`src/hw/fsp_pkg.sv`:
```
package fsp_pkg;
   // ****************************************
   // register map
   // ****************************************
   localparam logic [7:0] REG_CTRL = 8'h00;
   localparam logic [7:0] REG_ADDR = 8'h04;
   localparam logic [7:0] REG_WDATA = 8'h08;
   localparam logic [7:0] REG_CMD = 8'h0C;
   localparam logic [7:0] REG_STATUS = 8'h10;
   localparam int CTRL_TEMP_UNPROT = 0;
   localparam int CTRL_ALL_PROTECTED = 1;
   localparam int CTRL_ABORT = 2;
   localparam int CTRL_SEL_SECTOR_TOGGLE = 3;
   localparam int ST_BUSY = 0;
   localparam int ST_DONE = 1;
   localparam int ST_FAIL = 2;
   localparam int ST_NEED_RESET = 3;
   localparam int ST_REJECTED = 4;
   localparam int ST_REFUSED = 5;
   localparam int ST_ABORTED = 6;
   localparam int ST_RDATA_LSB = 8;
   localparam logic [31:0] CTRL_RESET = 32'h0000_0000;
   // ****************************************
   // operations started through REG_CMD
   // ****************************************
   localparam logic [3:0] OP_NONE = 4'h0;
   localparam logic [3:0] OP_WRITE = 4'h1;
   localparam logic [3:0] OP_READ = 4'h2;
   localparam logic [3:0] OP_POLL = 4'h3;
   localparam logic [3:0] OP_SECADD = 4'h4;
   localparam logic [3:0] OP_VERIFY = 4'h5;
   localparam logic [3:0] OP_PROTECT = 4'h6;
   localparam logic [3:0] OP_UNPROTECT = 4'h7;
   // ****************************************
   // status bit positions on the flash data bus, and flash address bit positions
   // ****************************************
   localparam int DQ_SECTOR_TOGGLE = 2;
   localparam int DQ_ERASE_TIMER = 3;
   localparam int DQ_TIME_LIMIT = 5;
   localparam int DQ_DEVICE_TOGGLE = 6;
   localparam int ADDR_BIT_ZERO = 0;
   localparam int ADDR_BIT_ONE = 1;
   localparam int ADDR_BIT_SIX = 6;
   // ****************************************
   // timing
   // ****************************************
   localparam int CLK_PS = 5000;
   localparam int T_GLITCH_NS = 5;
   localparam int T_WE_LOW_NS = 35;
   localparam int T_WE_HIGH_NS = 20;
   localparam int T_ACC_NS = 55;
   localparam int T_HV_PULSE_US = 100;
   localparam int WE_LOW_CYC = (T_WE_LOW_NS * 1000 + CLK_PS - 1) / CLK_PS;
   localparam int WE_HIGH_CYC = (T_WE_HIGH_NS * 1000 + CLK_PS - 1) / CLK_PS;
   localparam int GLITCH_CYC = (T_GLITCH_NS * 1000 + CLK_PS - 1) / CLK_PS;
   localparam int SYNC_CYC = 2;
   localparam int ACC_CYC = (T_ACC_NS * 1000 + CLK_PS - 1) / CLK_PS + SYNC_CYC;
   localparam int HV_PULSE_CYC = (T_HV_PULSE_US * 1000000 + CLK_PS - 1) / CLK_PS;
   // ****************************************
   // sequencer states
   // ****************************************
   typedef enum logic [5:0] {
      S_IDLE = 6'h01,
      S_WSET = 6'h02,
      S_WLOW = 6'h04,
      S_WREC = 6'h08,
      S_RACC = 6'h10,
      S_EVAL = 6'h20
   } fsp_st_e;
endpackage : fsp_pkg

```
`src/hw/fsp_sync.sv`:
```
`timescale 1ns/1ps
module fsp_sync #(
   parameter int W = 8
) (
   input wire logic pclk, // system clock
   input wire logic presetn, // async reset, active low
   input wire logic [W-1:0] d, // asynchronous input
   output logic [W-1:0] q // synchronised output
);
   typedef struct packed {
      logic [W-1:0] s1;
      logic [W-1:0] s2;
   } fsp_sync_s;
   fsp_sync_s st_q, st_d;
   always_comb begin
      st_d = st_q;
      st_d.s2 = st_q.s1;
      st_d.s1 = d;
   end
   always_ff @(posedge pclk or negedge presetn) begin
      if (!presetn) begin
         st_q <= '0;
      end else begin
         st_q <= st_d;
      end
   end
   // first stage only feeds the second
   genvar i;
   for (i = 0; i < W; i++) begin : g_out
      assign q[i] = st_q.s2[i];
   end
endmodule : fsp_sync

```
`src/hw/fsp_host.sv`:
```
// Notes on behaviour
// sector toggle bit flips during erase reads
// device toggle bit flips while busy
// poll: two reads, equal toggle means finished
// toggling with time limit set: recheck
// resumed polling restarts from first read
// time limit flag set on overrun
// after overrun only status reads answer
// reset command before new program or erase
// no overrun flag for unerased program
// erase timer flag low during window
// erase timer high: commands ignored
// erase timer low: sectors may be added
// check erase timer before and after add
// power up in read mode
// short strobe pulses never start writes
// write needs chip, write low, output high
// high voltage reset lifts protection temporarily
// protect during write pulse with high voltage
// verify mode: bit zero shows protection
// identifier read shows protected sector
// chip unprotect pulse with address bit six
// unprotected sector reads all zeros
// protect all sectors before chip unprotect
`timescale 1ns/1ps
module fsp_host #(
   parameter int HV_PULSE_CYC = fsp_pkg::HV_PULSE_CYC,
   parameter logic [7:0] RESET_CMD = 8'hF0,
   parameter logic [7:0] ERASE_CONFIRM_CMD = 8'h30
) (
   input wire logic pclk, // 200 MHz clock
   input wire logic presetn, // async reset, active low
   input wire logic psel, // apb select
   input wire logic penable, // apb enable
   input wire logic pwrite, // apb direction
   input wire logic [7:0] paddr, // apb byte address
   input wire logic [31:0] pwdata, // apb write data
   output logic [31:0] prdata, // apb read data
   output logic pready, // apb ready
   output logic pslverr, // apb error, unmapped address
   output logic [17:0] flash_addr, // flash address
   output logic [7:0] flash_dq_o, // flash data out
   output logic flash_dq_oe_n, // low while driving data
   input wire logic [7:0] flash_dq_i, // flash data in
   output logic flash_ce_n, // chip enable
   output logic flash_we_n, // write enable
   output logic flash_oe_n, // output enable
   output logic hv_addr_bit_nine, // high voltage on address bit nine
   output logic hv_oe, // high voltage on output enable
   output logic hv_reset // high voltage on reset pin
);
   // ****************************************
   // state
   // ****************************************
   typedef struct packed {
      fsp_pkg::fsp_st_e state;
      logic [3:0] op;
      logic [1:0] step;
      logic [23:0] cnt;
      logic tog;
      logic [3:0] ctrl;
      logic [17:0] addr;
      logic [7:0] wdata;
      logic [7:0] rdata;
      logic done, fail, need_reset, rejected, refused, aborted;
      logic [17:0] f_addr;
      logic [7:0] f_dq;
      logic f_dq_oe_n, f_ce_n, f_we_n, f_oe_n, f_hv_a9, f_hv_oe, f_hv_rst;
      logic pready, pslverr;
      logic [31:0] prdata;
   } fsp_host_s;
   fsp_host_s st_q, st_d;
   logic [7:0] dq_s;

   if (HV_PULSE_CYC < 1 || HV_PULSE_CYC > 16777215) begin : g_chk_pulse
      $error("HV_PULSE_CYC out of range");
   end
   if (fsp_pkg::WE_LOW_CYC <= fsp_pkg::GLITCH_CYC) begin : g_chk_glitch
      $error("write pulse not wider than glitch filter");
   end

   fsp_sync #(
      .W(8)
   ) u_dq_sync (
      .pclk(pclk),
      .presetn(presetn),
      .d(flash_dq_i),
      .q(dq_s)
   );

   // ****************************************
   // helpers
   // ****************************************
   function automatic logic hit(input logic [7:0] a, input logic [7:0] off);
      return a == off;
   endfunction : hit

   function automatic fsp_host_s launch_wr(input fsp_host_s s, input logic [17:0] a,
                                           input logic [7:0] d);
      fsp_host_s r;
      r = s;
      r.f_addr = a;
      r.f_dq = d;
      r.f_dq_oe_n = 1'b0;
      r.f_ce_n = 1'b0;
      r.f_oe_n = 1'b1;
      r.f_we_n = 1'b1;
      r.cnt = 24'(fsp_pkg::WE_HIGH_CYC - 1);
      r.state = fsp_pkg::S_WSET;
      return r;
   endfunction : launch_wr

   function automatic fsp_host_s launch_rd(input fsp_host_s s, input logic [17:0] a);
      fsp_host_s r;
      r = s;
      r.f_addr = a;
      r.f_dq_oe_n = 1'b1;
      r.f_ce_n = 1'b0;
      r.f_oe_n = 1'b0;
      r.f_we_n = 1'b1;
      r.cnt = 24'(fsp_pkg::ACC_CYC - 1);
      r.state = fsp_pkg::S_RACC;
      return r;
   endfunction : launch_rd

   function automatic fsp_host_s finish(input fsp_host_s s);
      fsp_host_s r;
      r = s;
      r.done = 1'b1;
      r.state = fsp_pkg::S_IDLE;
      return r;
   endfunction : finish

   // ****************************************
   // next state
   // ****************************************
   always_comb begin
      logic busy;
      logic cmd_ok;
      logic [3:0] new_op;
      logic tbit;
      logic [17:0] vaddr;
      busy = st_q.state != fsp_pkg::S_IDLE;
      cmd_ok = 1'b0;
      new_op = pwdata[3:0];
      tbit = st_q.ctrl[fsp_pkg::CTRL_SEL_SECTOR_TOGGLE] ?
             st_q.rdata[fsp_pkg::DQ_SECTOR_TOGGLE] : st_q.rdata[fsp_pkg::DQ_DEVICE_TOGGLE];
      vaddr = st_q.addr;
      vaddr[fsp_pkg::ADDR_BIT_ONE] = 1'b1;
      vaddr[fsp_pkg::ADDR_BIT_ZERO] = 1'b0;
      vaddr[fsp_pkg::ADDR_BIT_SIX] = 1'b0;
      st_d = st_q;
      st_d.f_hv_rst = st_q.ctrl[fsp_pkg::CTRL_TEMP_UNPROT];

      // apb slave, one wait state; write lands on the ready edge
      st_d.pready = 1'b0;
      st_d.pslverr = 1'b0;
      if (psel && penable && !st_q.pready) begin
         st_d.pready = 1'b1;
         st_d.pslverr = !(hit(paddr, fsp_pkg::REG_CTRL) || hit(paddr, fsp_pkg::REG_ADDR) ||
                          hit(paddr, fsp_pkg::REG_WDATA) || hit(paddr, fsp_pkg::REG_CMD) ||
                          hit(paddr, fsp_pkg::REG_STATUS));
         st_d.prdata = 32'h0000_0000;
         if (hit(paddr, fsp_pkg::REG_CTRL)) st_d.prdata = {28'h0000000, st_q.ctrl};
         if (hit(paddr, fsp_pkg::REG_ADDR)) st_d.prdata = {14'h0000, st_q.addr};
         if (hit(paddr, fsp_pkg::REG_WDATA)) st_d.prdata = {24'h000000, st_q.wdata};
         if (hit(paddr, fsp_pkg::REG_STATUS)) begin
            st_d.prdata = {16'h0000, st_q.rdata, 1'b0, st_q.aborted, st_q.refused,
                           st_q.rejected, st_q.need_reset, st_q.fail, st_q.done, busy};
         end
      end
      if (psel && penable && st_q.pready && pwrite) begin
         if (hit(paddr, fsp_pkg::REG_CTRL)) st_d.ctrl = pwdata[3:0];
         if (hit(paddr, fsp_pkg::REG_ADDR)) st_d.addr = pwdata[17:0];
         if (hit(paddr, fsp_pkg::REG_WDATA)) st_d.wdata = pwdata[7:0];
         if (hit(paddr, fsp_pkg::REG_STATUS)) begin
            // write one to clear; hardware sets below win
            if (pwdata[fsp_pkg::ST_DONE]) st_d.done = 1'b0;
            if (pwdata[fsp_pkg::ST_FAIL]) st_d.fail = 1'b0;
            if (pwdata[fsp_pkg::ST_REJECTED]) st_d.rejected = 1'b0;
            if (pwdata[fsp_pkg::ST_REFUSED]) st_d.refused = 1'b0;
            if (pwdata[fsp_pkg::ST_ABORTED]) st_d.aborted = 1'b0;
         end
         if (hit(paddr, fsp_pkg::REG_CMD)) begin
            cmd_ok = !busy && new_op >= fsp_pkg::OP_WRITE && new_op <= fsp_pkg::OP_UNPROTECT;
            // a failed device takes nothing but the reset command, read and poll
            if (st_q.need_reset && !(new_op == fsp_pkg::OP_WRITE && st_q.wdata == RESET_CMD) &&
                new_op != fsp_pkg::OP_READ && new_op != fsp_pkg::OP_POLL) begin
               cmd_ok = 1'b0;
            end
            if (new_op == fsp_pkg::OP_UNPROTECT && !st_q.ctrl[fsp_pkg::CTRL_ALL_PROTECTED]) begin
               cmd_ok = 1'b0;
            end
            if (!cmd_ok) begin
               st_d.refused = 1'b1;
            end else begin
               st_d.op = new_op;
               st_d.step = 2'd0;
               case (new_op)
                  fsp_pkg::OP_WRITE: begin
                     if (st_q.wdata == RESET_CMD) st_d.need_reset = 1'b0;
                     st_d = launch_wr(st_d, st_q.addr, st_q.wdata);
                  end
                  fsp_pkg::OP_VERIFY: begin
                     st_d.f_hv_a9 = 1'b1;
                     st_d = launch_rd(st_d, vaddr);
                  end
                  fsp_pkg::OP_PROTECT: begin
                     st_d.f_hv_a9 = 1'b1;
                     st_d.f_hv_oe = 1'b1;
                     st_d = launch_wr(st_d, st_q.addr, st_q.wdata);
                     st_d.f_dq_oe_n = 1'b1;
                  end
                  fsp_pkg::OP_UNPROTECT: begin
                     st_d.f_hv_a9 = 1'b1;
                     st_d.f_hv_oe = 1'b1;
                     st_d = launch_wr(st_d, st_q.addr | 18'h00040, st_q.wdata);
                     st_d.f_dq_oe_n = 1'b1;
                  end
                  default: st_d = launch_rd(st_d, st_q.addr);
               endcase
            end
         end
      end

      // ****************************************
      // flash cycle sequencer
      // ****************************************
      case (st_q.state)
         fsp_pkg::S_IDLE: begin
         end
         fsp_pkg::S_WSET: begin
            st_d.cnt = st_q.cnt - 24'd1;
            if (st_q.cnt == 24'd0) begin
               st_d.f_we_n = 1'b0;
               st_d.cnt = (st_q.f_hv_oe) ? 24'(HV_PULSE_CYC - 1) : 24'(fsp_pkg::WE_LOW_CYC - 1);
               st_d.state = fsp_pkg::S_WLOW;
            end
         end
         fsp_pkg::S_WLOW: begin
            // pulse far wider than the glitch filter
            st_d.cnt = st_q.cnt - 24'd1;
            if (st_q.cnt == 24'd0) begin
               st_d.f_we_n = 1'b1;
               st_d.cnt = 24'(fsp_pkg::WE_HIGH_CYC - 1);
               st_d.state = fsp_pkg::S_WREC;
            end
         end
         fsp_pkg::S_WREC: begin
            st_d.cnt = st_q.cnt - 24'd1;
            if (st_q.cnt == 24'd0) begin
               st_d.f_dq_oe_n = 1'b1;
               st_d.f_ce_n = 1'b1;
               st_d.f_hv_a9 = 1'b0;
               st_d.f_hv_oe = 1'b0;
               st_d.state = fsp_pkg::S_EVAL;
            end
         end
         fsp_pkg::S_RACC: begin
            st_d.cnt = st_q.cnt - 24'd1;
            if (st_q.cnt == 24'd0) begin
               st_d.rdata = dq_s;
               st_d.f_ce_n = 1'b1;
               st_d.f_oe_n = 1'b1;
               st_d.f_hv_a9 = 1'b0;
               st_d.state = fsp_pkg::S_EVAL;
            end
         end
         fsp_pkg::S_EVAL: begin
            st_d = finish(st_d);
            if (st_q.op == fsp_pkg::OP_POLL) begin
               st_d.tog = tbit;
               if (st_q.ctrl[fsp_pkg::CTRL_ABORT]) begin
                  st_d.aborted = 1'b1;
               end else if (st_q.step == 2'd0) begin
                  st_d.step = 2'd1;
                  st_d = launch_rd(st_d, st_q.addr);
                  st_d.done = st_q.done;
               end else if (tbit == st_q.tog) begin
                  st_d.fail = 1'b0;
               end else if (st_q.step == 2'd2) begin
                  st_d.fail = 1'b1;
                  st_d.need_reset = 1'b1;
               end else begin
                  if (st_q.rdata[fsp_pkg::DQ_TIME_LIMIT]) st_d.step = 2'd2;
                  st_d = launch_rd(st_d, st_q.addr);
                  st_d.done = st_q.done;
               end
            end else if (st_q.op == fsp_pkg::OP_SECADD) begin
               // a high erase timer on either check marks the add as rejected
               if (st_q.step != 2'd1 && st_q.rdata[fsp_pkg::DQ_ERASE_TIMER]) begin
                  st_d.rejected = 1'b1;
               end else if (st_q.step == 2'd0) begin
                  st_d.step = 2'd1;
                  st_d = launch_wr(st_d, st_q.addr, ERASE_CONFIRM_CMD);
                  st_d.done = st_q.done;
               end else if (st_q.step == 2'd1) begin
                  st_d.step = 2'd2;
                  st_d = launch_rd(st_d, st_q.addr);
                  st_d.done = st_q.done;
               end
            end
         end
         default: st_d.state = fsp_pkg::S_IDLE;
      endcase
   end

   always_ff @(posedge pclk or negedge presetn) begin
      if (!presetn) begin
         st_q <= '0;
         st_q.state <= fsp_pkg::S_IDLE;
         st_q.f_dq_oe_n <= 1'b1;
         st_q.f_ce_n <= 1'b1;
         st_q.f_we_n <= 1'b1;
         st_q.f_oe_n <= 1'b1;
      end else begin
         st_q <= st_d;
      end
   end

   assign prdata = st_q.prdata;
   assign pready = st_q.pready;
   assign pslverr = st_q.pslverr;
   assign flash_addr = st_q.f_addr;
   assign flash_dq_o = st_q.f_dq;
   assign flash_dq_oe_n = st_q.f_dq_oe_n;
   assign flash_ce_n = st_q.f_ce_n;
   assign flash_we_n = st_q.f_we_n;
   assign flash_oe_n = st_q.f_oe_n;
   assign hv_addr_bit_nine = st_q.f_hv_a9;
   assign hv_oe = st_q.f_hv_oe;
   assign hv_reset = st_q.f_hv_rst;
endmodule : fsp_host

```
`config.mk`:
```
export PLATFORM = sky130hd
export DESIGN_NAME = fsp_host
export DESIGN_NICKNAME = d
export VERILOG_FILES = /design/src/hw/fsp_pkg.sv /design/src/hw/fsp_sync.sv /design/src/hw/fsp_host.sv
export SDC_FILE = /design/constraint.sdc
export NUM_CORES = 1
export LEC_CHECK = 0
export ABC_AREA = 1
export BUFFER_PORTS_ARGS = -buffer_cell sky130_fd_sc_hd__buf_4
export CAP_MARGIN = 20
export CORE_MARGIN = 8
export CORE_UTILIZATION = 45
export DETAILED_ROUTE_END_ITERATION = 16
export GPL_ROUTABILITY_DRIVEN = 1
export GPL_TIMING_DRIVEN = 0
export PLACE_DENSITY = 0.66
export SLEW_MARGIN = 20
export SYNTH_ARGS = -nofsm -noshare
export SYNTH_HDL_FRONTEND = slang
export SYNTH_SLANG_ARGS = --single-unit
```
`constraint.sdc`:
```
create_clock -name pclk -period 5.1 [get_ports pclk]
set_input_delay 0.255 -clock pclk [delete_from_list [all_inputs] [get_ports pclk]]
set_output_delay 0.255 -clock pclk [all_outputs]
set_load 0.005 [all_outputs]
```
Yosys cells after proc, flatten, opt, wreduce, memory -nomap -nowiden:

Cells that the tools add are included.
W data, S select, Z words.

* bits in registers: 164
* latch bits: 0
* bits in writable memories: 0
* ROM bits: 0
* bits of input ports: 53
* output and inout port bits: 67
* word-level logic and storage cells: 166
* memories: 0

* add/subtract/negate cells: 1
* multiply operators: 0
* div/mod/pow operators: 0
* $lt $le $gt $ge: 2
* eq/ne operators: 28
* shift-type cells: 0
* mux-type cells: 79
* bitwise operators: 0
* reduce and logical (&&, ||, !) cells: 27

Operators by type and width (number)
* $mux W148: 7
* $pmux W147 S4: 1
* $mux W147: 3
* $mux W75: 2
* $mux W67: 2
* $mux W32: 4
* $pmux W24 S4: 1
* $mux W80: 1
* $mux W79: 1
* $mux W78: 1
* $mux W71: 1
* $mux W69: 1
* $mux W68: 1
* $mux W24: 2
* $mux W18: 2
* $mux W35: 1
* $mux W34: 1
* $mux W31: 1
* $pmux W6 S5: 1
* $logic_not A24 Y1: 1
* $mux W6: 4
* $mux W8: 3
* $sub A24 B1 Y24 const B: 1
* $mux W1: 18
* other kinds (38): 76

Depth between registers and ports, before layout:

Gate-level depths: netlist of the first run.

* depth after elaboration: 23
* gate-level depth with buffers: 15
* depth with buffers taken out: 15

Hierarchy:

From an unflattened synthesis of the first run, not the netlist that was laid out.

* cell total of the unflattened synthesis: 927
* area, all modules: 7531.0 um^2

Modules (own cells, without submodules)
* fsp_host: times used 1, cells each 911, area each 7130.6 um^2, seq. area each 3359.5 um^2
* fsp_sync: times used 1, cells each 16, area each 400.4 um^2, seq. area each 400.4 um^2

Least setup slack after synthesis of the first run:

No wires, ideal clock.

* path type: register -> register
* start point: reg st_q[112] in the netlist's numbering
* end point: reg st_q[73] in the netlist's numbering
* setup time: 0.125 ns
* data arrival time: 1.661 ns
* required time: 4.975 ns
* slack: 3.315 ns
* cell stages (with the launch flop): 8
* buffers on the path: 0
* clock period less this slack: 1.785 ns
* path through: dfrtp_1 inv_1 ha_1 nand2_1 nor2_4 nand4_4 nor2_4 mux2_2

* longest elaborated chain between the ends: 3

RTL lines
* from (decl): RTL line fsp_host.sv:72 `fsp_host_s st_q, st_d;`
* from (signal assigned): RTL line fsp_host.sv:317 `st_q <= st_d;`
* $logic_not A24 Y1: RTL line fsp_host.sv:261 `if (st_q.cnt == 24'd0) begin`
* $mux W8: RTL line fsp_host.sv:261
* $pmux W8 S2: RTL line fsp_host.sv:229 `case (st_q.state)`

Every way passes these cells.
A chain may end at the register's enable or synchronous reset.

Worst setup path after layout of the first run:

* start point: reg st_q[112] in the netlist's numbering
* end point: reg st_q[74] in the netlist's numbering

The elaborated chain is that of the path after synthesis.

==> report_table.html, run 1 <==
<table>
<tr><th>Metric</th><th>Value</th></tr>
<tr><th colspan="2">Clocking</th></tr>
<tr><td>Clock edge transition at the registers on the reported setup and hold paths</td><td>70 ps</td></tr>
<tr><td>Clock tree sinks</td><td>150</td></tr>
<tr><td>H-Tree Level Count</td><td>4</td></tr>
<tr><td>CTS tree</td><td>yes</td></tr>
<tr><td>Inserted Clock Buffers</td><td>17</td></tr>
<tr><td>Root buffer cell</td><td>sky130_fd_sc_hd__clkbuf_16</td></tr>
<tr><td>Skew-Pair Late Insertion Delay</td><td>420 ps</td></tr>
<tr><td>Post-CTS repair timing setup buffer count</td><td>0</td></tr>
<tr><td>Maximum number of buffers from clock root to sink</td><td>2</td></tr>
<tr><td>Post-CTS sizing</td><td>0</td></tr>
<tr><th colspan="2">Critical path</th></tr>
<tr><td>Worst-path cell chain</td><td>inv_1, ha_1, nand2_1, nor2_4, nand4_4, nor2_4, mux2_2</td></tr>
<tr><td>Most prevalent standard cell on the critical path</td><td>sky130_fd_sc_hd__nor2_4</td></tr>
<tr><td>Worst endpoint data arrival time</td><td>2480 ps</td></tr>
<tr><td>Largest delay contributor family on the critical path</td><td>simple AND/OR/NAND/NOR gates</td></tr>
<tr><td>WP data required</td><td>5410 ps</td></tr>
<tr><td>Buffer and inverter count on the worst path</td><td>1</td></tr>
<tr><td>Highest cell delay on the worst timing path</td><td>420 ps</td></tr>
<tr><td>Master of the slowest instance on the critical path</td><td>sky130_fd_sc_hd__dfrtp_1</td></tr>
<tr><td>Crit-path max FO</td><td>9</td></tr>
<tr><td>Crit Path Class</td><td>flop to flop</td></tr>
<tr><td>Startpoint type of the worst setup path</td><td>flop</td></tr>
<tr><td>Crit. End Element</td><td>flop</td></tr>
<tr><th colspan="2">Timing</th></tr>
<tr><td>Final setup skew</td><td>12.1 ps</td></tr>
<tr><td>Total negative slack for setup checks</td><td>0 ps</td></tr>
<tr><td>Slew Limit Fails</td><td>0</td></tr>
<tr><td>Final clock period utilization by the worst path</td><td>0.425</td></tr>
<tr><td>RSZ-0062 raised after global routing</td><td>false</td></tr>
<tr><td>Time the worst path needs with I/O delays and setup</td><td>2170 ps</td></tr>
<tr><td>Hold slack</td><td>89.0 ps</td></tr>
<tr><td>Max frequency</td><td>0.462 GHz</td></tr>
<tr><td>Worst slew margin</td><td>0.541</td></tr>
<tr><td>Setup violation total in the final timing report</td><td>0</td></tr>
<tr><td>Transition time at the pin with the least slew margin</td><td>685 ps</td></tr>
<tr><td>Worst Slack Setup Final</td><td>2930 ps</td></tr>
<tr><td>Count of endpoints failing hold in the final timing report</td><td>0</td></tr>
<tr><th colspan="2">Global routing</th></tr>
<tr><td>Largest net degree at the start of global routing</td><td>82</td></tr>
<tr><td>Via count of the first global-routing pass</td><td>5904</td></tr>
<tr><td>Number of antenna violations at the first check in global routing</td><td>0</td></tr>
<tr><td>Global-route wire length before repair</td><td>30.4 mm</td></tr>
<tr><td>Grt ovf</td><td>0</td></tr>
<tr><td>Global-route usage over all layers</td><td>0.189</td></tr>
<tr><th colspan="2">Yosys</th></tr>
<tr><td>Total number of yosys warnings</td><td>0</td></tr>
<tr><td>Cell area after technology mapping</td><td>7470 µm²</td></tr>
<tr><td>Flops &amp; latches, synth</td><td>150</td></tr>
<tr><td>Most frequently used flop master after synthesis</td><td>sky130_fd_sc_hd__dfrtp_1</td></tr>
<tr><td>Count of unique library cells instantiated by Yosys</td><td>45</td></tr>
<tr><td>Async set or reset register ratio after synthesis</td><td>1.00</td></tr>
<tr><td>Post-synth EDFFs</td><td>0</td></tr>
<tr><td>Instance count of the mapped netlist</td><td>885</td></tr>
<tr><td>Post-Syn Area per Cell</td><td>8.45 µm²</td></tr>
<tr><td>Sequential element share of the synthesized area</td><td>0.503</td></tr>
<tr><th colspan="2">Final layout</th></tr>
<tr><td>Fillers</td><td>1533</td></tr>
<tr><td>Diode count</td><td>0</td></tr>
<tr><td>Share of final-layout standard cells stronger than drive strength 1</td><td>0.243</td></tr>
<tr><td>Count of nets after finishing</td><td>1072</td></tr>
<tr><td>Growth of design area from synthesis to finish</td><td>23.3%</td></tr>
<tr><td>Post-route core utilization</td><td>0.562</td></tr>
<tr><th colspan="2">Die</th></tr>
<tr><td>DIE WIDTH</td><td>145 µm</td></tr>
<tr><td>Number of rows in the core area</td><td>47</td></tr>
<tr><td>Core box area</td><td>16400 µm²</td></tr>
<tr><td>Effective utilization at floorplan</td><td>0.456</td></tr>
<tr><td>Y dimension of the die</td><td>145 µm</td></tr>
<tr><td>Full die area</td><td>21000 µm²</td></tr>
<tr><td>Ports placed on the boundary</td><td>120</td></tr>
<tr><th colspan="2">Placed design</th></tr>
<tr><td>Worst slack after detailed placement</td><td>2950 ps</td></tr>
<tr><td>Final weighted congestion in routability-driven placement</td><td>0.873</td></tr>
<tr><td>PortBufs</td><td>91</td></tr>
<tr><td>Final HPWL DP</td><td>14.5 mm</td></tr>
<tr><th colspan="2">Worst hold path</th></tr>
<tr><td>Class of the tightest hold or removal check</td><td>input port to flop</td></tr>
<tr><th colspan="2">Power and ir drop</th></tr>
<tr><td>Pwr/cell area</td><td>289 nW/µm²</td></tr>
<tr><td>Final Total Pwr</td><td>0.00266 W</td></tr>
<tr><td>Cell leakage power</td><td>4.55 nW</td></tr>
<tr><td>Peak supply drop</td><td>0.230 mV</td></tr>
<tr><th colspan="2">Route</th></tr>
<tr><td>Total number of vias</td><td>6107</td></tr>
<tr><td>DR WL/cell</td><td>15.4 µm</td></tr>
<tr><td>Highest routed layer</td><td>met4</td></tr>
<tr><td>First-pass iteration count of the detailed router</td><td>5</td></tr>
<tr><td>Met3 wire length</td><td>1.46 mm</td></tr>
<tr><td>Count of unresolved DRC violations after routing</td><td>0</td></tr>
<tr><td>Wl on met1</td><td>8.63 mm</td></tr>
<tr><td>DRT antenna net count</td><td>0</td></tr>
<tr><td>Ratio of routed vias to standard cells</td><td>4.88</td></tr>
<tr><td>Wire length on met2</td><td>8.93 mm</td></tr>
<tr><td>First DRT Iteration DRCs</td><td>393</td></tr>
<tr><td>Total wire length after detailed routing</td><td>19.2 mm</td></tr>
<tr><th colspan="2">Outcome</th></tr>
<tr><td>Result of the run</td><td>completed</td></tr>
<tr><th colspan="2">Flow run</th></tr>
<tr><td># Max-Cap Violations</td><td>0</td></tr>
</table>
[where the power goes]
part | leakage [nW] | internal, W | switching, W
Clock | 0.292 | 0.000742 | 0.000547
Sequential | 1.73 | 0.00121 | 0.00000972
Combinational | 2.53 | 0.0000743 | 0.0000768
[state kept, by name, summed over array words and instances (netlist names), 8 cells and up]
| name | count |
|---|---|
| u_dq_sync.q | 8 |
| prdata | 18 |
| u_dq_sync.st_d | 8 |
| st_q | 81 |
| flash_dq_o | 8 |
| flash_addr | 18 |
[routing by layer]
layer | vias to the layer above | global-route usage
li1 | 3060 | -
met1 | 2860 | 0.255
met2 | 172 | 0.298
met3 | 15 | 0.0449
met4 | 0 | 0.0482
met5 | - | 0
[worst min-delay path, stage by stage]
cell and delay, ps:
sky130_fd_sc_hd__buf_4 100, sky130_fd_sc_hd__nand2_1 50, sky130_fd_sc_hd__o21ai_0 70
[synthesized netlist by cell type, types with 2 or more instances]
cell                       number  area (µm²)
sky130_fd_sc_hd__o31ai_1        2        15.0
sky130_fd_sc_hd__mux2_2         9         101
sky130_fd_sc_hd__dfrtp_1      145        3630
sky130_fd_sc_hd__nand4_1       10        62.6
sky130_fd_sc_hd__a31oi_1        2        12.5
sky130_fd_sc_hd__buf_2          6        30.0
sky130_fd_sc_hd__nor2_1        96         360
sky130_fd_sc_hd__buf_8          2        30.0
sky130_fd_sc_hd__a21boi_0       2        15.0
sky130_fd_sc_hd__inv_2         12        45.0
sky130_fd_sc_hd__o21ai_1        2        10.0
sky130_fd_sc_hd__o21bai_1       2        15.0
sky130_fd_sc_hd__inv_1         90         338
sky130_fd_sc_hd__o211ai_1       2        15.0
sky130_fd_sc_hd__buf_4         59         443
sky130_fd_sc_hd__nor4_1         2        12.5
sky130_fd_sc_hd__a21oi_1       66         330
sky130_fd_sc_hd__nor2_2        10        62.6
sky130_fd_sc_hd__nand2_2        7        43.8
sky130_fd_sc_hd__xor2_1        14         123
sky130_fd_sc_hd__dfstp_2        5         131
sky130_fd_sc_hd__nor3_4         3        48.8
sky130_fd_sc_hd__o22ai_1        8        50.1
sky130_fd_sc_hd__nor3_1         8        40.0
sky130_fd_sc_hd__nor2_4         4        45.0
sky130_fd_sc_hd__clkbuf_1       5        18.8
sky130_fd_sc_hd__nand2_1      180         676
sky130_fd_sc_hd__o21ai_0       73         365
sky130_fd_sc_hd__nand3_1       42         210
sky130_fd_sc_hd__nor3b_1        2        15.0
[cell usage in the layout, fill, tap and decap left out, types with 3 or more instances in the layout]
cell / count
sky130_fd_sc_hd__nand3_1: 42
sky130_fd_sc_hd__nor2_4: 4
sky130_fd_sc_hd__nor2_1: 96
sky130_fd_sc_hd__mux2_2: 9
sky130_fd_sc_hd__clkbuf_1: 5
sky130_fd_sc_hd__inv_1: 90
sky130_fd_sc_hd__nor3_4: 3
sky130_fd_sc_hd__inv_6: 6
sky130_fd_sc_hd__xor2_1: 14
sky130_fd_sc_hd__nand2_1: 180
sky130_fd_sc_hd__inv_2: 12
sky130_fd_sc_hd__nand2_2: 7
sky130_fd_sc_hd__dfrtp_1: 145
sky130_fd_sc_hd__nor2_2: 10
sky130_fd_sc_hd__dfstp_2: 5
sky130_fd_sc_hd__o21ai_0: 73
sky130_fd_sc_hd__nand4_1: 10
sky130_fd_sc_hd__buf_8: 3
sky130_fd_sc_hd__nor3_1: 8
sky130_fd_sc_hd__a21oi_1: 66
sky130_fd_sc_hd__o22ai_1: 8
sky130_fd_sc_hd__clkbuf_16: 17
sky130_fd_sc_hd__dlygate4sd3_1: 9
sky130_fd_sc_hd__conb_1: 14
sky130_fd_sc_hd__buf_2: 6
sky130_fd_sc_hd__buf_4: 149
[cell type report]
class | count | area [µm²] | share of cell area
Multi-Input combinational cell | 573 | 2850 | 0.309
Clock buffer | 17 | 425 | 0.0462
Inverter | 102 | 383 | 0.0415
Clock inverter | 15 | 184 | 0.0200
Tap cell | 220 | 275 | 0.0299
Timing Repair Buffer | 101 | 808 | 0.0877
Buffer | 73 | 533 | 0.0578
Sequential cell | 150 | 3760 | 0.408
[stage by stage]
| step | area, µm² | cells |
|---|---|---|
| floorplan | 7520 | 898 |
| global placement | 8480 | 1209 |
| detailed placement | 8520 | 1210 |
| CTS | 9220 | 1251 |
| global route | 9220 | 1251 |
| finish | 9220 | 1251 |
[worst paths after layout]
path                                        start              to  slack, ps  cells past startpoint
worst min register to register  u_dq_sync.st_d[6]  u_dq_sync.q[6]        350                      0
min in group asynchronous                 presetn        st_q[79]        370                      2
max in group asynchronous                 presetn       st_q[142]       3910                      3
worst max register to register          st_q[112]        st_q[74]       2930                      7
worst min-delay path                    pwdata[2]       st_q[140]         90                      3
worst max-delay path                    st_q[112]        st_q[74]       2930                      7
[kinds of logic (layout without fill, tap and decap cells)]
family / count (synthesis) / in the layout / synth area share
and+or+nand+nor: 373 / 373 / 0.228
buffers and inverters: 175 / 308 / 0.123
AOI/OAI and AO/OA: 161 / 161 / 0.113
DFF: 150 / 150 / 0.503
xor gates and xnor gates: 15 / 15 / 0.0176
muxes: 9 / 9 / 0.0136
adders and majority gates: 1 / 1 / 0.00167
other: 1 / 14 / 0.000502
[repair_timing]
item / 4_1_cts / 5_1_grt
endpoints found under the hold margin: 73 / 0
hold buffers: 9 / 0
setup endpoints to repair: 0 / 0
(Power assumes the default switching activity.)
==> run 2: changes to the inputs <==
==> constraint.sdc (replaced) <==
create_clock -name pclk -period 2.26 [get_ports pclk]
set_input_delay 0.113 -clock pclk [delete_from_list [all_inputs] [get_ports pclk]]
set_output_delay 0.113 -clock pclk [all_outputs]
set_load 0.005 [all_outputs]
==> report_table.html, run 2 (same netlist as run 1, synthesis figures left out) <==
<table>
<tr><th>Metric</th><th>Value</th></tr>
<tr><th colspan="2">Placed design</th></tr>
<tr><td>PortBufs</td><td>91</td></tr>
<tr><td>Final HPWL DP</td><td>14.5 mm</td></tr>
<tr><td>Worst slack after detailed placement</td><td>113 ps</td></tr>
<tr><td>Final weighted congestion in routability-driven placement</td><td>0.873</td></tr>
<tr><td>Placed Instances</td><td>1210</td></tr>
<tr><td>Instance area after placement</td><td>8520 µm²</td></tr>
<tr><th colspan="2">Route</th></tr>
<tr><td>DRT antenna net count</td><td>0</td></tr>
<tr><td>Ratio of routed vias to standard cells</td><td>4.89</td></tr>
<tr><td>First-pass iteration count of the detailed router</td><td>5</td></tr>
<tr><td>Total wire length after detailed routing</td><td>19.5 mm</td></tr>
<tr><td>First DRT Iteration DRCs</td><td>383</td></tr>
<tr><td>DR WL/cell</td><td>15.4 µm</td></tr>
<tr><td>Count of unresolved DRC violations after routing</td><td>0</td></tr>
<tr><td>Total number of vias</td><td>6184</td></tr>
<tr><th colspan="2">Final layout</th></tr>
<tr><td>Final std cells w/o fill</td><td>1264</td></tr>
<tr><td>Share of final-layout standard cells stronger than drive strength 1</td><td>0.241</td></tr>
<tr><td>Count of nets after finishing</td><td>1085</td></tr>
<tr><td>Post-route cell area</td><td>9340 µm²</td></tr>
<tr><td>Growth of design area from synthesis to finish</td><td>25.0%</td></tr>
<tr><td>Largest Register</td><td>st_q</td></tr>
<tr><td>Most common library cell in the layout ignoring fill and taps</td><td>sky130_fd_sc_hd__nand2_1</td></tr>
<tr><td>Diode count</td><td>0</td></tr>
<tr><td>Number of flip-flops under the largest register name</td><td>81</td></tr>
<tr><td>Commonest cells after routing, fill and taps aside</td><td>sky130_fd_sc_hd__nand2_1 (180), sky130_fd_sc_hd__buf_4 (150), sky130_fd_sc_hd__dfrtp_1 (145), sky130_fd_sc_hd__nor2_1 (96), sky130_fd_sc_hd__inv_1 (90)</td></tr>
<tr><th colspan="2">Clocking</th></tr>
<tr><td>Clock tree sinks</td><td>150</td></tr>
<tr><td>Maximum number of buffers from clock root to sink</td><td>2</td></tr>
<tr><td>Inserted Clock Buffers</td><td>17</td></tr>
<tr><td>CTS tree</td><td>yes</td></tr>
<tr><td>Skew-Pair Late Insertion Delay</td><td>420 ps</td></tr>
<tr><td>Root buffer cell</td><td>sky130_fd_sc_hd__clkbuf_16</td></tr>
<tr><td>Clock edge transition at the registers on the reported setup and hold paths</td><td>70 ps</td></tr>
<tr><td>H-Tree Level Count</td><td>4</td></tr>
<tr><td>Post-CTS sizing</td><td>0</td></tr>
<tr><th colspan="2">Timing</th></tr>
<tr><td>Count of endpoints failing hold in the final timing report</td><td>0</td></tr>
<tr><td>Worst slew margin</td><td>0.533</td></tr>
<tr><td>Final setup skew</td><td>11.1 ps</td></tr>
<tr><td>Transition time at the pin with the least slew margin</td><td>696 ps</td></tr>
<tr><td>Time the worst path needs with I/O delays and setup</td><td>2120 ps</td></tr>
<tr><td>Worst Slack Setup Final</td><td>136 ps</td></tr>
<tr><td>Max frequency</td><td>0.471 GHz</td></tr>
<tr><td>Final clock period utilization by the worst path</td><td>0.940</td></tr>
<tr><td>Setup violation total in the final timing report</td><td>0</td></tr>
<tr><td>Hold slack</td><td>17.2 ps</td></tr>
<tr><td>Slew Limit Fails</td><td>0</td></tr>
<tr><td>RSZ-0062 raised after global routing</td><td>true</td></tr>
<tr><th colspan="2">Worst hold path</th></tr>
<tr><td>Class of the tightest hold or removal check</td><td>input port to flop</td></tr>
<tr><th colspan="2">Critical path</th></tr>
<tr><td>Crit-path max FO</td><td>9</td></tr>
<tr><td>Worst endpoint data arrival time</td><td>2430 ps</td></tr>
<tr><td>WP data required</td><td>2570 ps</td></tr>
<tr><td>Startpoint type of the worst setup path</td><td>flop</td></tr>
<tr><td>Crit Path Class</td><td>flop to flop</td></tr>
<tr><td>Crit. End Element</td><td>flop</td></tr>
<tr><th colspan="2">Die</th></tr>
<tr><td>Effective utilization at floorplan</td><td>0.456</td></tr>
<tr><td>Full die area</td><td>21000 µm²</td></tr>
<tr><td>Core box area</td><td>16400 µm²</td></tr>
<tr><td>Number of rows in the core area</td><td>47</td></tr>
<tr><td>Y dimension of the die</td><td>145 µm</td></tr>
<tr><td>Ports placed on the boundary</td><td>120</td></tr>
<tr><td>DIE WIDTH</td><td>145 µm</td></tr>
<tr><th colspan="2">Power and ir drop</th></tr>
<tr><td>Cell leakage power</td><td>4.61 nW</td></tr>
<tr><td>Pwr/cell area</td><td>645 nW/µm²</td></tr>
<tr><td>Peak supply drop</td><td>0.516 mV</td></tr>
<tr><th colspan="2">Outcome</th></tr>
<tr><td>Result of the run</td><td>completed</td></tr>
<tr><th colspan="2">Global routing</th></tr>
<tr><td>Via count of the first global-routing pass</td><td>5980</td></tr>
<tr><td>Grt ovf</td><td>0</td></tr>
<tr><td>Number of antenna violations at the first check in global routing</td><td>0</td></tr>
<tr><td>Global-route wire length before repair</td><td>30.8 mm</td></tr>
<tr><td>Largest net degree at the start of global routing</td><td>82</td></tr>
<tr><td>Global-route usage over all layers</td><td>0.191</td></tr>
<tr><th colspan="2">Flow run</th></tr>
<tr><td># Max-Cap Violations</td><td>0</td></tr>
</table>
run 2: cell count changes in the layout (fill, tap and decap cells not counted):
cell / previous run / this run
sky130_fd_sc_hd__buf_4: 149 / 150
sky130_fd_sc_hd__dlygate4sd3_1: 9 / 21
run 2: cell type report:
type,instances,area [µm²]
fill,1512,7060
sequential,150,3760
multi-input combinational,573,2850
timing repair buffer,114,936
buffer,73,533
clock buffer,17,425
inverter,102,383
tap,220,275
clock inverter,15,184
run 2: routing by layer:
metal | global-route usage | up-vias | routed length [µm]
met5 | 0 | - | 0
met1 | 0.257 | 2896 | 8590
met4 | 0.0482 | 0 | 187
met2 | 0.306 | 193 | 9170
li1 | - | 3080 | -
met3 | 0.0433 | 15 | 1570
run 2: final timing paths:
path / startpoint / slack, ps / cells past startpoint / to
worst max register to register: st_q[112] / 140 / 7 / st_q[80]
min in group asynchronous: presetn / 230 / 2 / st_q[79]
worst max-delay path: st_q[112] / 140 / 7 / st_q[80]
max in group asynchronous: presetn / 1210 / 3 / st_q[142]
worst min-delay path: pwdata[1] / 20 / 3 / st_q[139]
worst min register to register: u_dq_sync.st_d[6] / 350 / 0 / u_dq_sync.q[6]
run 2: repair_timing:
item                       CTS  global route
buffers inserted             0             1
setup endpoints to repair    0            12
hold buffers                21             0
hold endpoints to repair    85             0
run 2: stage by stage:
| step | total power (W) | utilization | setup TNS [ps] |
|---|---|---|---|
| finish | 0.00602 | 0.570 | 0 |
| global placement | 0.00312 | 0.517 | 0 |
| CTS | 0.00608 | 0.569 | 0 |
| detailed placement | 0.00313 | 0.519 | 0 |
| floorplan | 0.00293 | - | 0 |
| global route | 0.00623 | 0.570 | -0.440 |
run 2: power breakdown:
group	switching (W)	internal, W
combinational	0.000178	0.000181
clock	0.00124	0.00168
sequential	0.0000216	0.00273
total	0.00144	0.00459
run 2: critical path, cell delays in order (launching register included):
cell	delay [ps]
sky130_fd_sc_hd__dfrtp_1	420
sky130_fd_sc_hd__inv_1	90
sky130_fd_sc_hd__ha_1	210
sky130_fd_sc_hd__nand2_1	140
sky130_fd_sc_hd__nor2_4	210
sky130_fd_sc_hd__nand4_4	190
sky130_fd_sc_hd__nor2_4	360
sky130_fd_sc_hd__mux2_2	380
==> run 3: changes to the inputs <==
--- a/config.mk
+++ b/config.mk
@@ -10,6 +10,8 @@
 export CAP_MARGIN = 20
 export CORE_MARGIN = 8
 export CORE_UTILIZATION = 45
+export CTS_BUF_LIST = sky130_fd_sc_hd__clkbuf_4 sky130_fd_sc_hd__clkbuf_8
+export CTS_CLUSTER_SIZE = 25
 export DETAILED_ROUTE_END_ITERATION = 16
 export GPL_ROUTABILITY_DRIVEN = 1
 export GPL_TIMING_DRIVEN = 0
==> report_table.html, run 3 (same netlist as run 1, synthesis figures left out) <==
<table>
<tr><th>Metric</th><th>Value</th></tr>
<tr><th colspan="2">Power and ir drop</th></tr>
<tr><td>Pwr/cell area</td><td>576 nW/µm²</td></tr>
<tr><td>Cell leakage power</td><td>4.54 nW</td></tr>
<tr><td>Final Total Pwr</td><td>0.00531 W</td></tr>
<tr><td>Peak supply drop</td><td>0.501 mV</td></tr>
<tr><th colspan="2">Global routing</th></tr>
<tr><td>Grt ovf</td><td>0</td></tr>
<tr><td>Global-route wire length before repair</td><td>30.7 mm</td></tr>
<tr><td>Number of antenna violations at the first check in global routing</td><td>0</td></tr>
<tr><td>Global-route usage over all layers</td><td>0.191</td></tr>
<tr><td>Via count of the first global-routing pass</td><td>5982</td></tr>
<tr><td>Largest net degree at the start of global routing</td><td>82</td></tr>
<tr><th colspan="2">Die</th></tr>
<tr><td>Core box area</td><td>16400 µm²</td></tr>
<tr><td>Y dimension of the die</td><td>145 µm</td></tr>
<tr><td>Number of rows in the core area</td><td>47</td></tr>
<tr><td>DIE WIDTH</td><td>145 µm</td></tr>
<tr><td>Full die area</td><td>21000 µm²</td></tr>
<tr><td>Ports placed on the boundary</td><td>120</td></tr>
<tr><td>Effective utilization at floorplan</td><td>0.456</td></tr>
<tr><th colspan="2">Outcome</th></tr>
<tr><td>Result of the run</td><td>completed</td></tr>
<tr><th colspan="2">Final layout</th></tr>
<tr><td>Post-route cell area</td><td>9220 µm²</td></tr>
<tr><td>Largest Register</td><td>st_q</td></tr>
<tr><td>Commonest cells after routing, fill and taps aside</td><td>sky130_fd_sc_hd__nand2_1 (180), sky130_fd_sc_hd__buf_4 (150), sky130_fd_sc_hd__dfrtp_1 (145), sky130_fd_sc_hd__nor2_1 (96), sky130_fd_sc_hd__inv_1 (90)</td></tr>
<tr><td>Diode count</td><td>0</td></tr>
<tr><td>Growth of design area from synthesis to finish</td><td>23.3%</td></tr>
<tr><td>Fillers</td><td>1539</td></tr>
<tr><td>Share of final-layout standard cells stronger than drive strength 1</td><td>0.240</td></tr>
<tr><td>Count of nets after finishing</td><td>1091</td></tr>
<tr><td>Number of flip-flops under the largest register name</td><td>81</td></tr>
<tr><td>Most common library cell in the layout ignoring fill and taps</td><td>sky130_fd_sc_hd__nand2_1</td></tr>
<tr><th colspan="2">Timing</th></tr>
<tr><td>Total negative slack for setup checks</td><td>0 ps</td></tr>
<tr><td>Final setup skew</td><td>10.7 ps</td></tr>
<tr><td>Max frequency</td><td>0.469 GHz</td></tr>
<tr><td>Transition time at the pin with the least slew margin</td><td>676 ps</td></tr>
<tr><td>Time the worst path needs with I/O delays and setup</td><td>2130 ps</td></tr>
<tr><td>Worst Slack Setup Final</td><td>129 ps</td></tr>
<tr><td>Final clock period utilization by the worst path</td><td>0.943</td></tr>
<tr><td>Slew Limit Fails</td><td>0</td></tr>
<tr><td>Worst slew margin</td><td>0.547</td></tr>
<tr><td>Count of endpoints failing hold in the final timing report</td><td>0</td></tr>
<tr><td>RSZ-0062 raised after global routing</td><td>false</td></tr>
<tr><td>Setup violation total in the final timing report</td><td>0</td></tr>
<tr><th colspan="2">Critical path</th></tr>
<tr><td>Crit. End Element</td><td>flop</td></tr>
<tr><td>Crit Path Class</td><td>flop to flop</td></tr>
<tr><td>Worst endpoint data arrival time</td><td>2480 ps</td></tr>
<tr><td>WP data required</td><td>2610 ps</td></tr>
<tr><td>Capturing point of the worst reg2reg path</td><td>st_q[74]</td></tr>
<tr><td>R2R depth</td><td>7</td></tr>
<tr><td>Crit-path max FO</td><td>9</td></tr>
<tr><td>Reg2reg start</td><td>st_q[112]</td></tr>
<tr><td>Startpoint type of the worst setup path</td><td>flop</td></tr>
<tr><td>R2R setup slack</td><td>130 ps</td></tr>
<tr><th colspan="2">Worst hold path</th></tr>
<tr><td>Class of the tightest hold or removal check</td><td>input port to flop</td></tr>
<tr><td>Cells on Worst Hold Path</td><td>4</td></tr>
<tr><td>Hold Crit Start</td><td>paddr[2]</td></tr>
<tr><td>End of the worst hold path</td><td>prdata[7]</td></tr>
<tr><th colspan="2">Clocking</th></tr>
<tr><td>Maximum number of buffers from clock root to sink</td><td>2</td></tr>
<tr><td>Skew-Pair Late Insertion Delay</td><td>460 ps</td></tr>
<tr><td>CTS tree</td><td>yes</td></tr>
<tr><td>Root buffer cell</td><td>sky130_fd_sc_hd__clkbuf_8</td></tr>
<tr><td>Inserted Clock Buffers</td><td>17</td></tr>
<tr><td>H-Tree Level Count</td><td>4</td></tr>
<tr><td>Clock edge transition at the registers on the reported setup and hold paths</td><td>100 ps</td></tr>
<tr><td>Clock tree sinks</td><td>150</td></tr>
<tr><th colspan="2">Route</th></tr>
<tr><td>Count of unresolved DRC violations after routing</td><td>0</td></tr>
<tr><td>Wl on met1</td><td>8.65 mm</td></tr>
<tr><td>Total wire length after detailed routing</td><td>19.4 mm</td></tr>
<tr><td>Ratio of routed vias to standard cells</td><td>4.89</td></tr>
<tr><td>First DRT Iteration DRCs</td><td>414</td></tr>
<tr><td>Total number of vias</td><td>6209</td></tr>
<tr><td>Highest routed layer</td><td>met4</td></tr>
<tr><td>Met3 wire length</td><td>1.41 mm</td></tr>
<tr><td>Wire length on met2</td><td>9.24 mm</td></tr>
<tr><td>First-pass iteration count of the detailed router</td><td>7</td></tr>
<tr><td>DRT antenna net count</td><td>0</td></tr>
<tr><td>DR WL/cell</td><td>15.3 µm</td></tr>
<tr><th colspan="2">Placed design</th></tr>
<tr><td>Final weighted congestion in routability-driven placement</td><td>0.873</td></tr>
<tr><td>Final HPWL DP</td><td>14.5 mm</td></tr>
<tr><td>Worst slack after detailed placement</td><td>113 ps</td></tr>
<tr><td>Instance area after placement</td><td>8520 µm²</td></tr>
<tr><td>PortBufs</td><td>91</td></tr>
<tr><th colspan="2">Flow run</th></tr>
<tr><td># Max-Cap Violations</td><td>0</td></tr>
</table>
-- run 3: changes by cell type in the layout (fill, tap and decap cells not counted), sizes merged --
cell and change:
dlygate4sd3 +6
-- run 3: worst max-delay path: stages, from the launching register on --
cell and delay [ps]:
sky130_fd_sc_hd__dfrtp_1 420, sky130_fd_sc_hd__inv_1 90, sky130_fd_sc_hd__ha_1 210, sky130_fd_sc_hd__nand2_1 140
sky130_fd_sc_hd__nor2_4 220, sky130_fd_sc_hd__nand4_4 200, sky130_fd_sc_hd__nor2_4 360, sky130_fd_sc_hd__mux2_2 390
-- run 3: routing by layer --
layer | up-vias | GRT usage
met4 | 0 | 0.0433
met5 | - | 0
met2 | 173 | 0.309
met1 | 2932 | 0.257
li1 | 3094 | -
met3 | 10 | 0.0417
-- run 3: cell type report --
class                      instances  area [µm²]  share of cell area
clock inverter                    15         184              0.0200
inverter                         102         383              0.0415
buffer                            73         533              0.0578
timing repair buffer             120         996               0.108
clock buffer                      17         234              0.0254
sequential                       150        3760               0.408
multi-input combinational        573        2850               0.309
tap                              220         275              0.0299
-- run 3: report_power, final --
| group | total [W] | internal [W] | switching [W] |
|---|---|---|---|
| clock | 0.00219 | 0.00103 | 0.00116 |
| sequential | 0.00275 | 0.00273 | 0.0000220 |
| combinational | 0.000367 | 0.000188 | 0.000179 |
-- run 3: how the worst max path moves through the flow --
stage	start	endpoint	slack, ps	depth (start not counted)
2_1_floorplan	st_q[112]	st_q[73]	470	7
3_3_place_gp	st_q[112]	st_q[77]	160	7
3_5_place_dp	st_q[112]	st_q[74]	110	7
4_1_cts	st_q[112]	st_q[115]	100	10
5_1_grt	st_q[112]	st_q[124]	0.8	11
6_report	st_q[112]	st_q[74]	130	7
-- run 3: metrics by stage --
step            util  hold slack [ps]  std cells
2_1_floorplan      -             -183        898
3_3_place_gp   0.517              222       1209
3_5_place_dp   0.519              105       1210
4_1_cts        0.561             5.13       1269
5_1_grt        0.562             34.0       1270
6_report       0.562             24.5       1270
-- run 3: repair_timing --
action | 4_1_cts | 5_1_grt
resized for setup | 0 | 1
hold buffers | 27 | 0
setup endpoints to repair | 0 | 12
buffers inserted | 0 | 1
hold endpoints to repair | 96 | 0
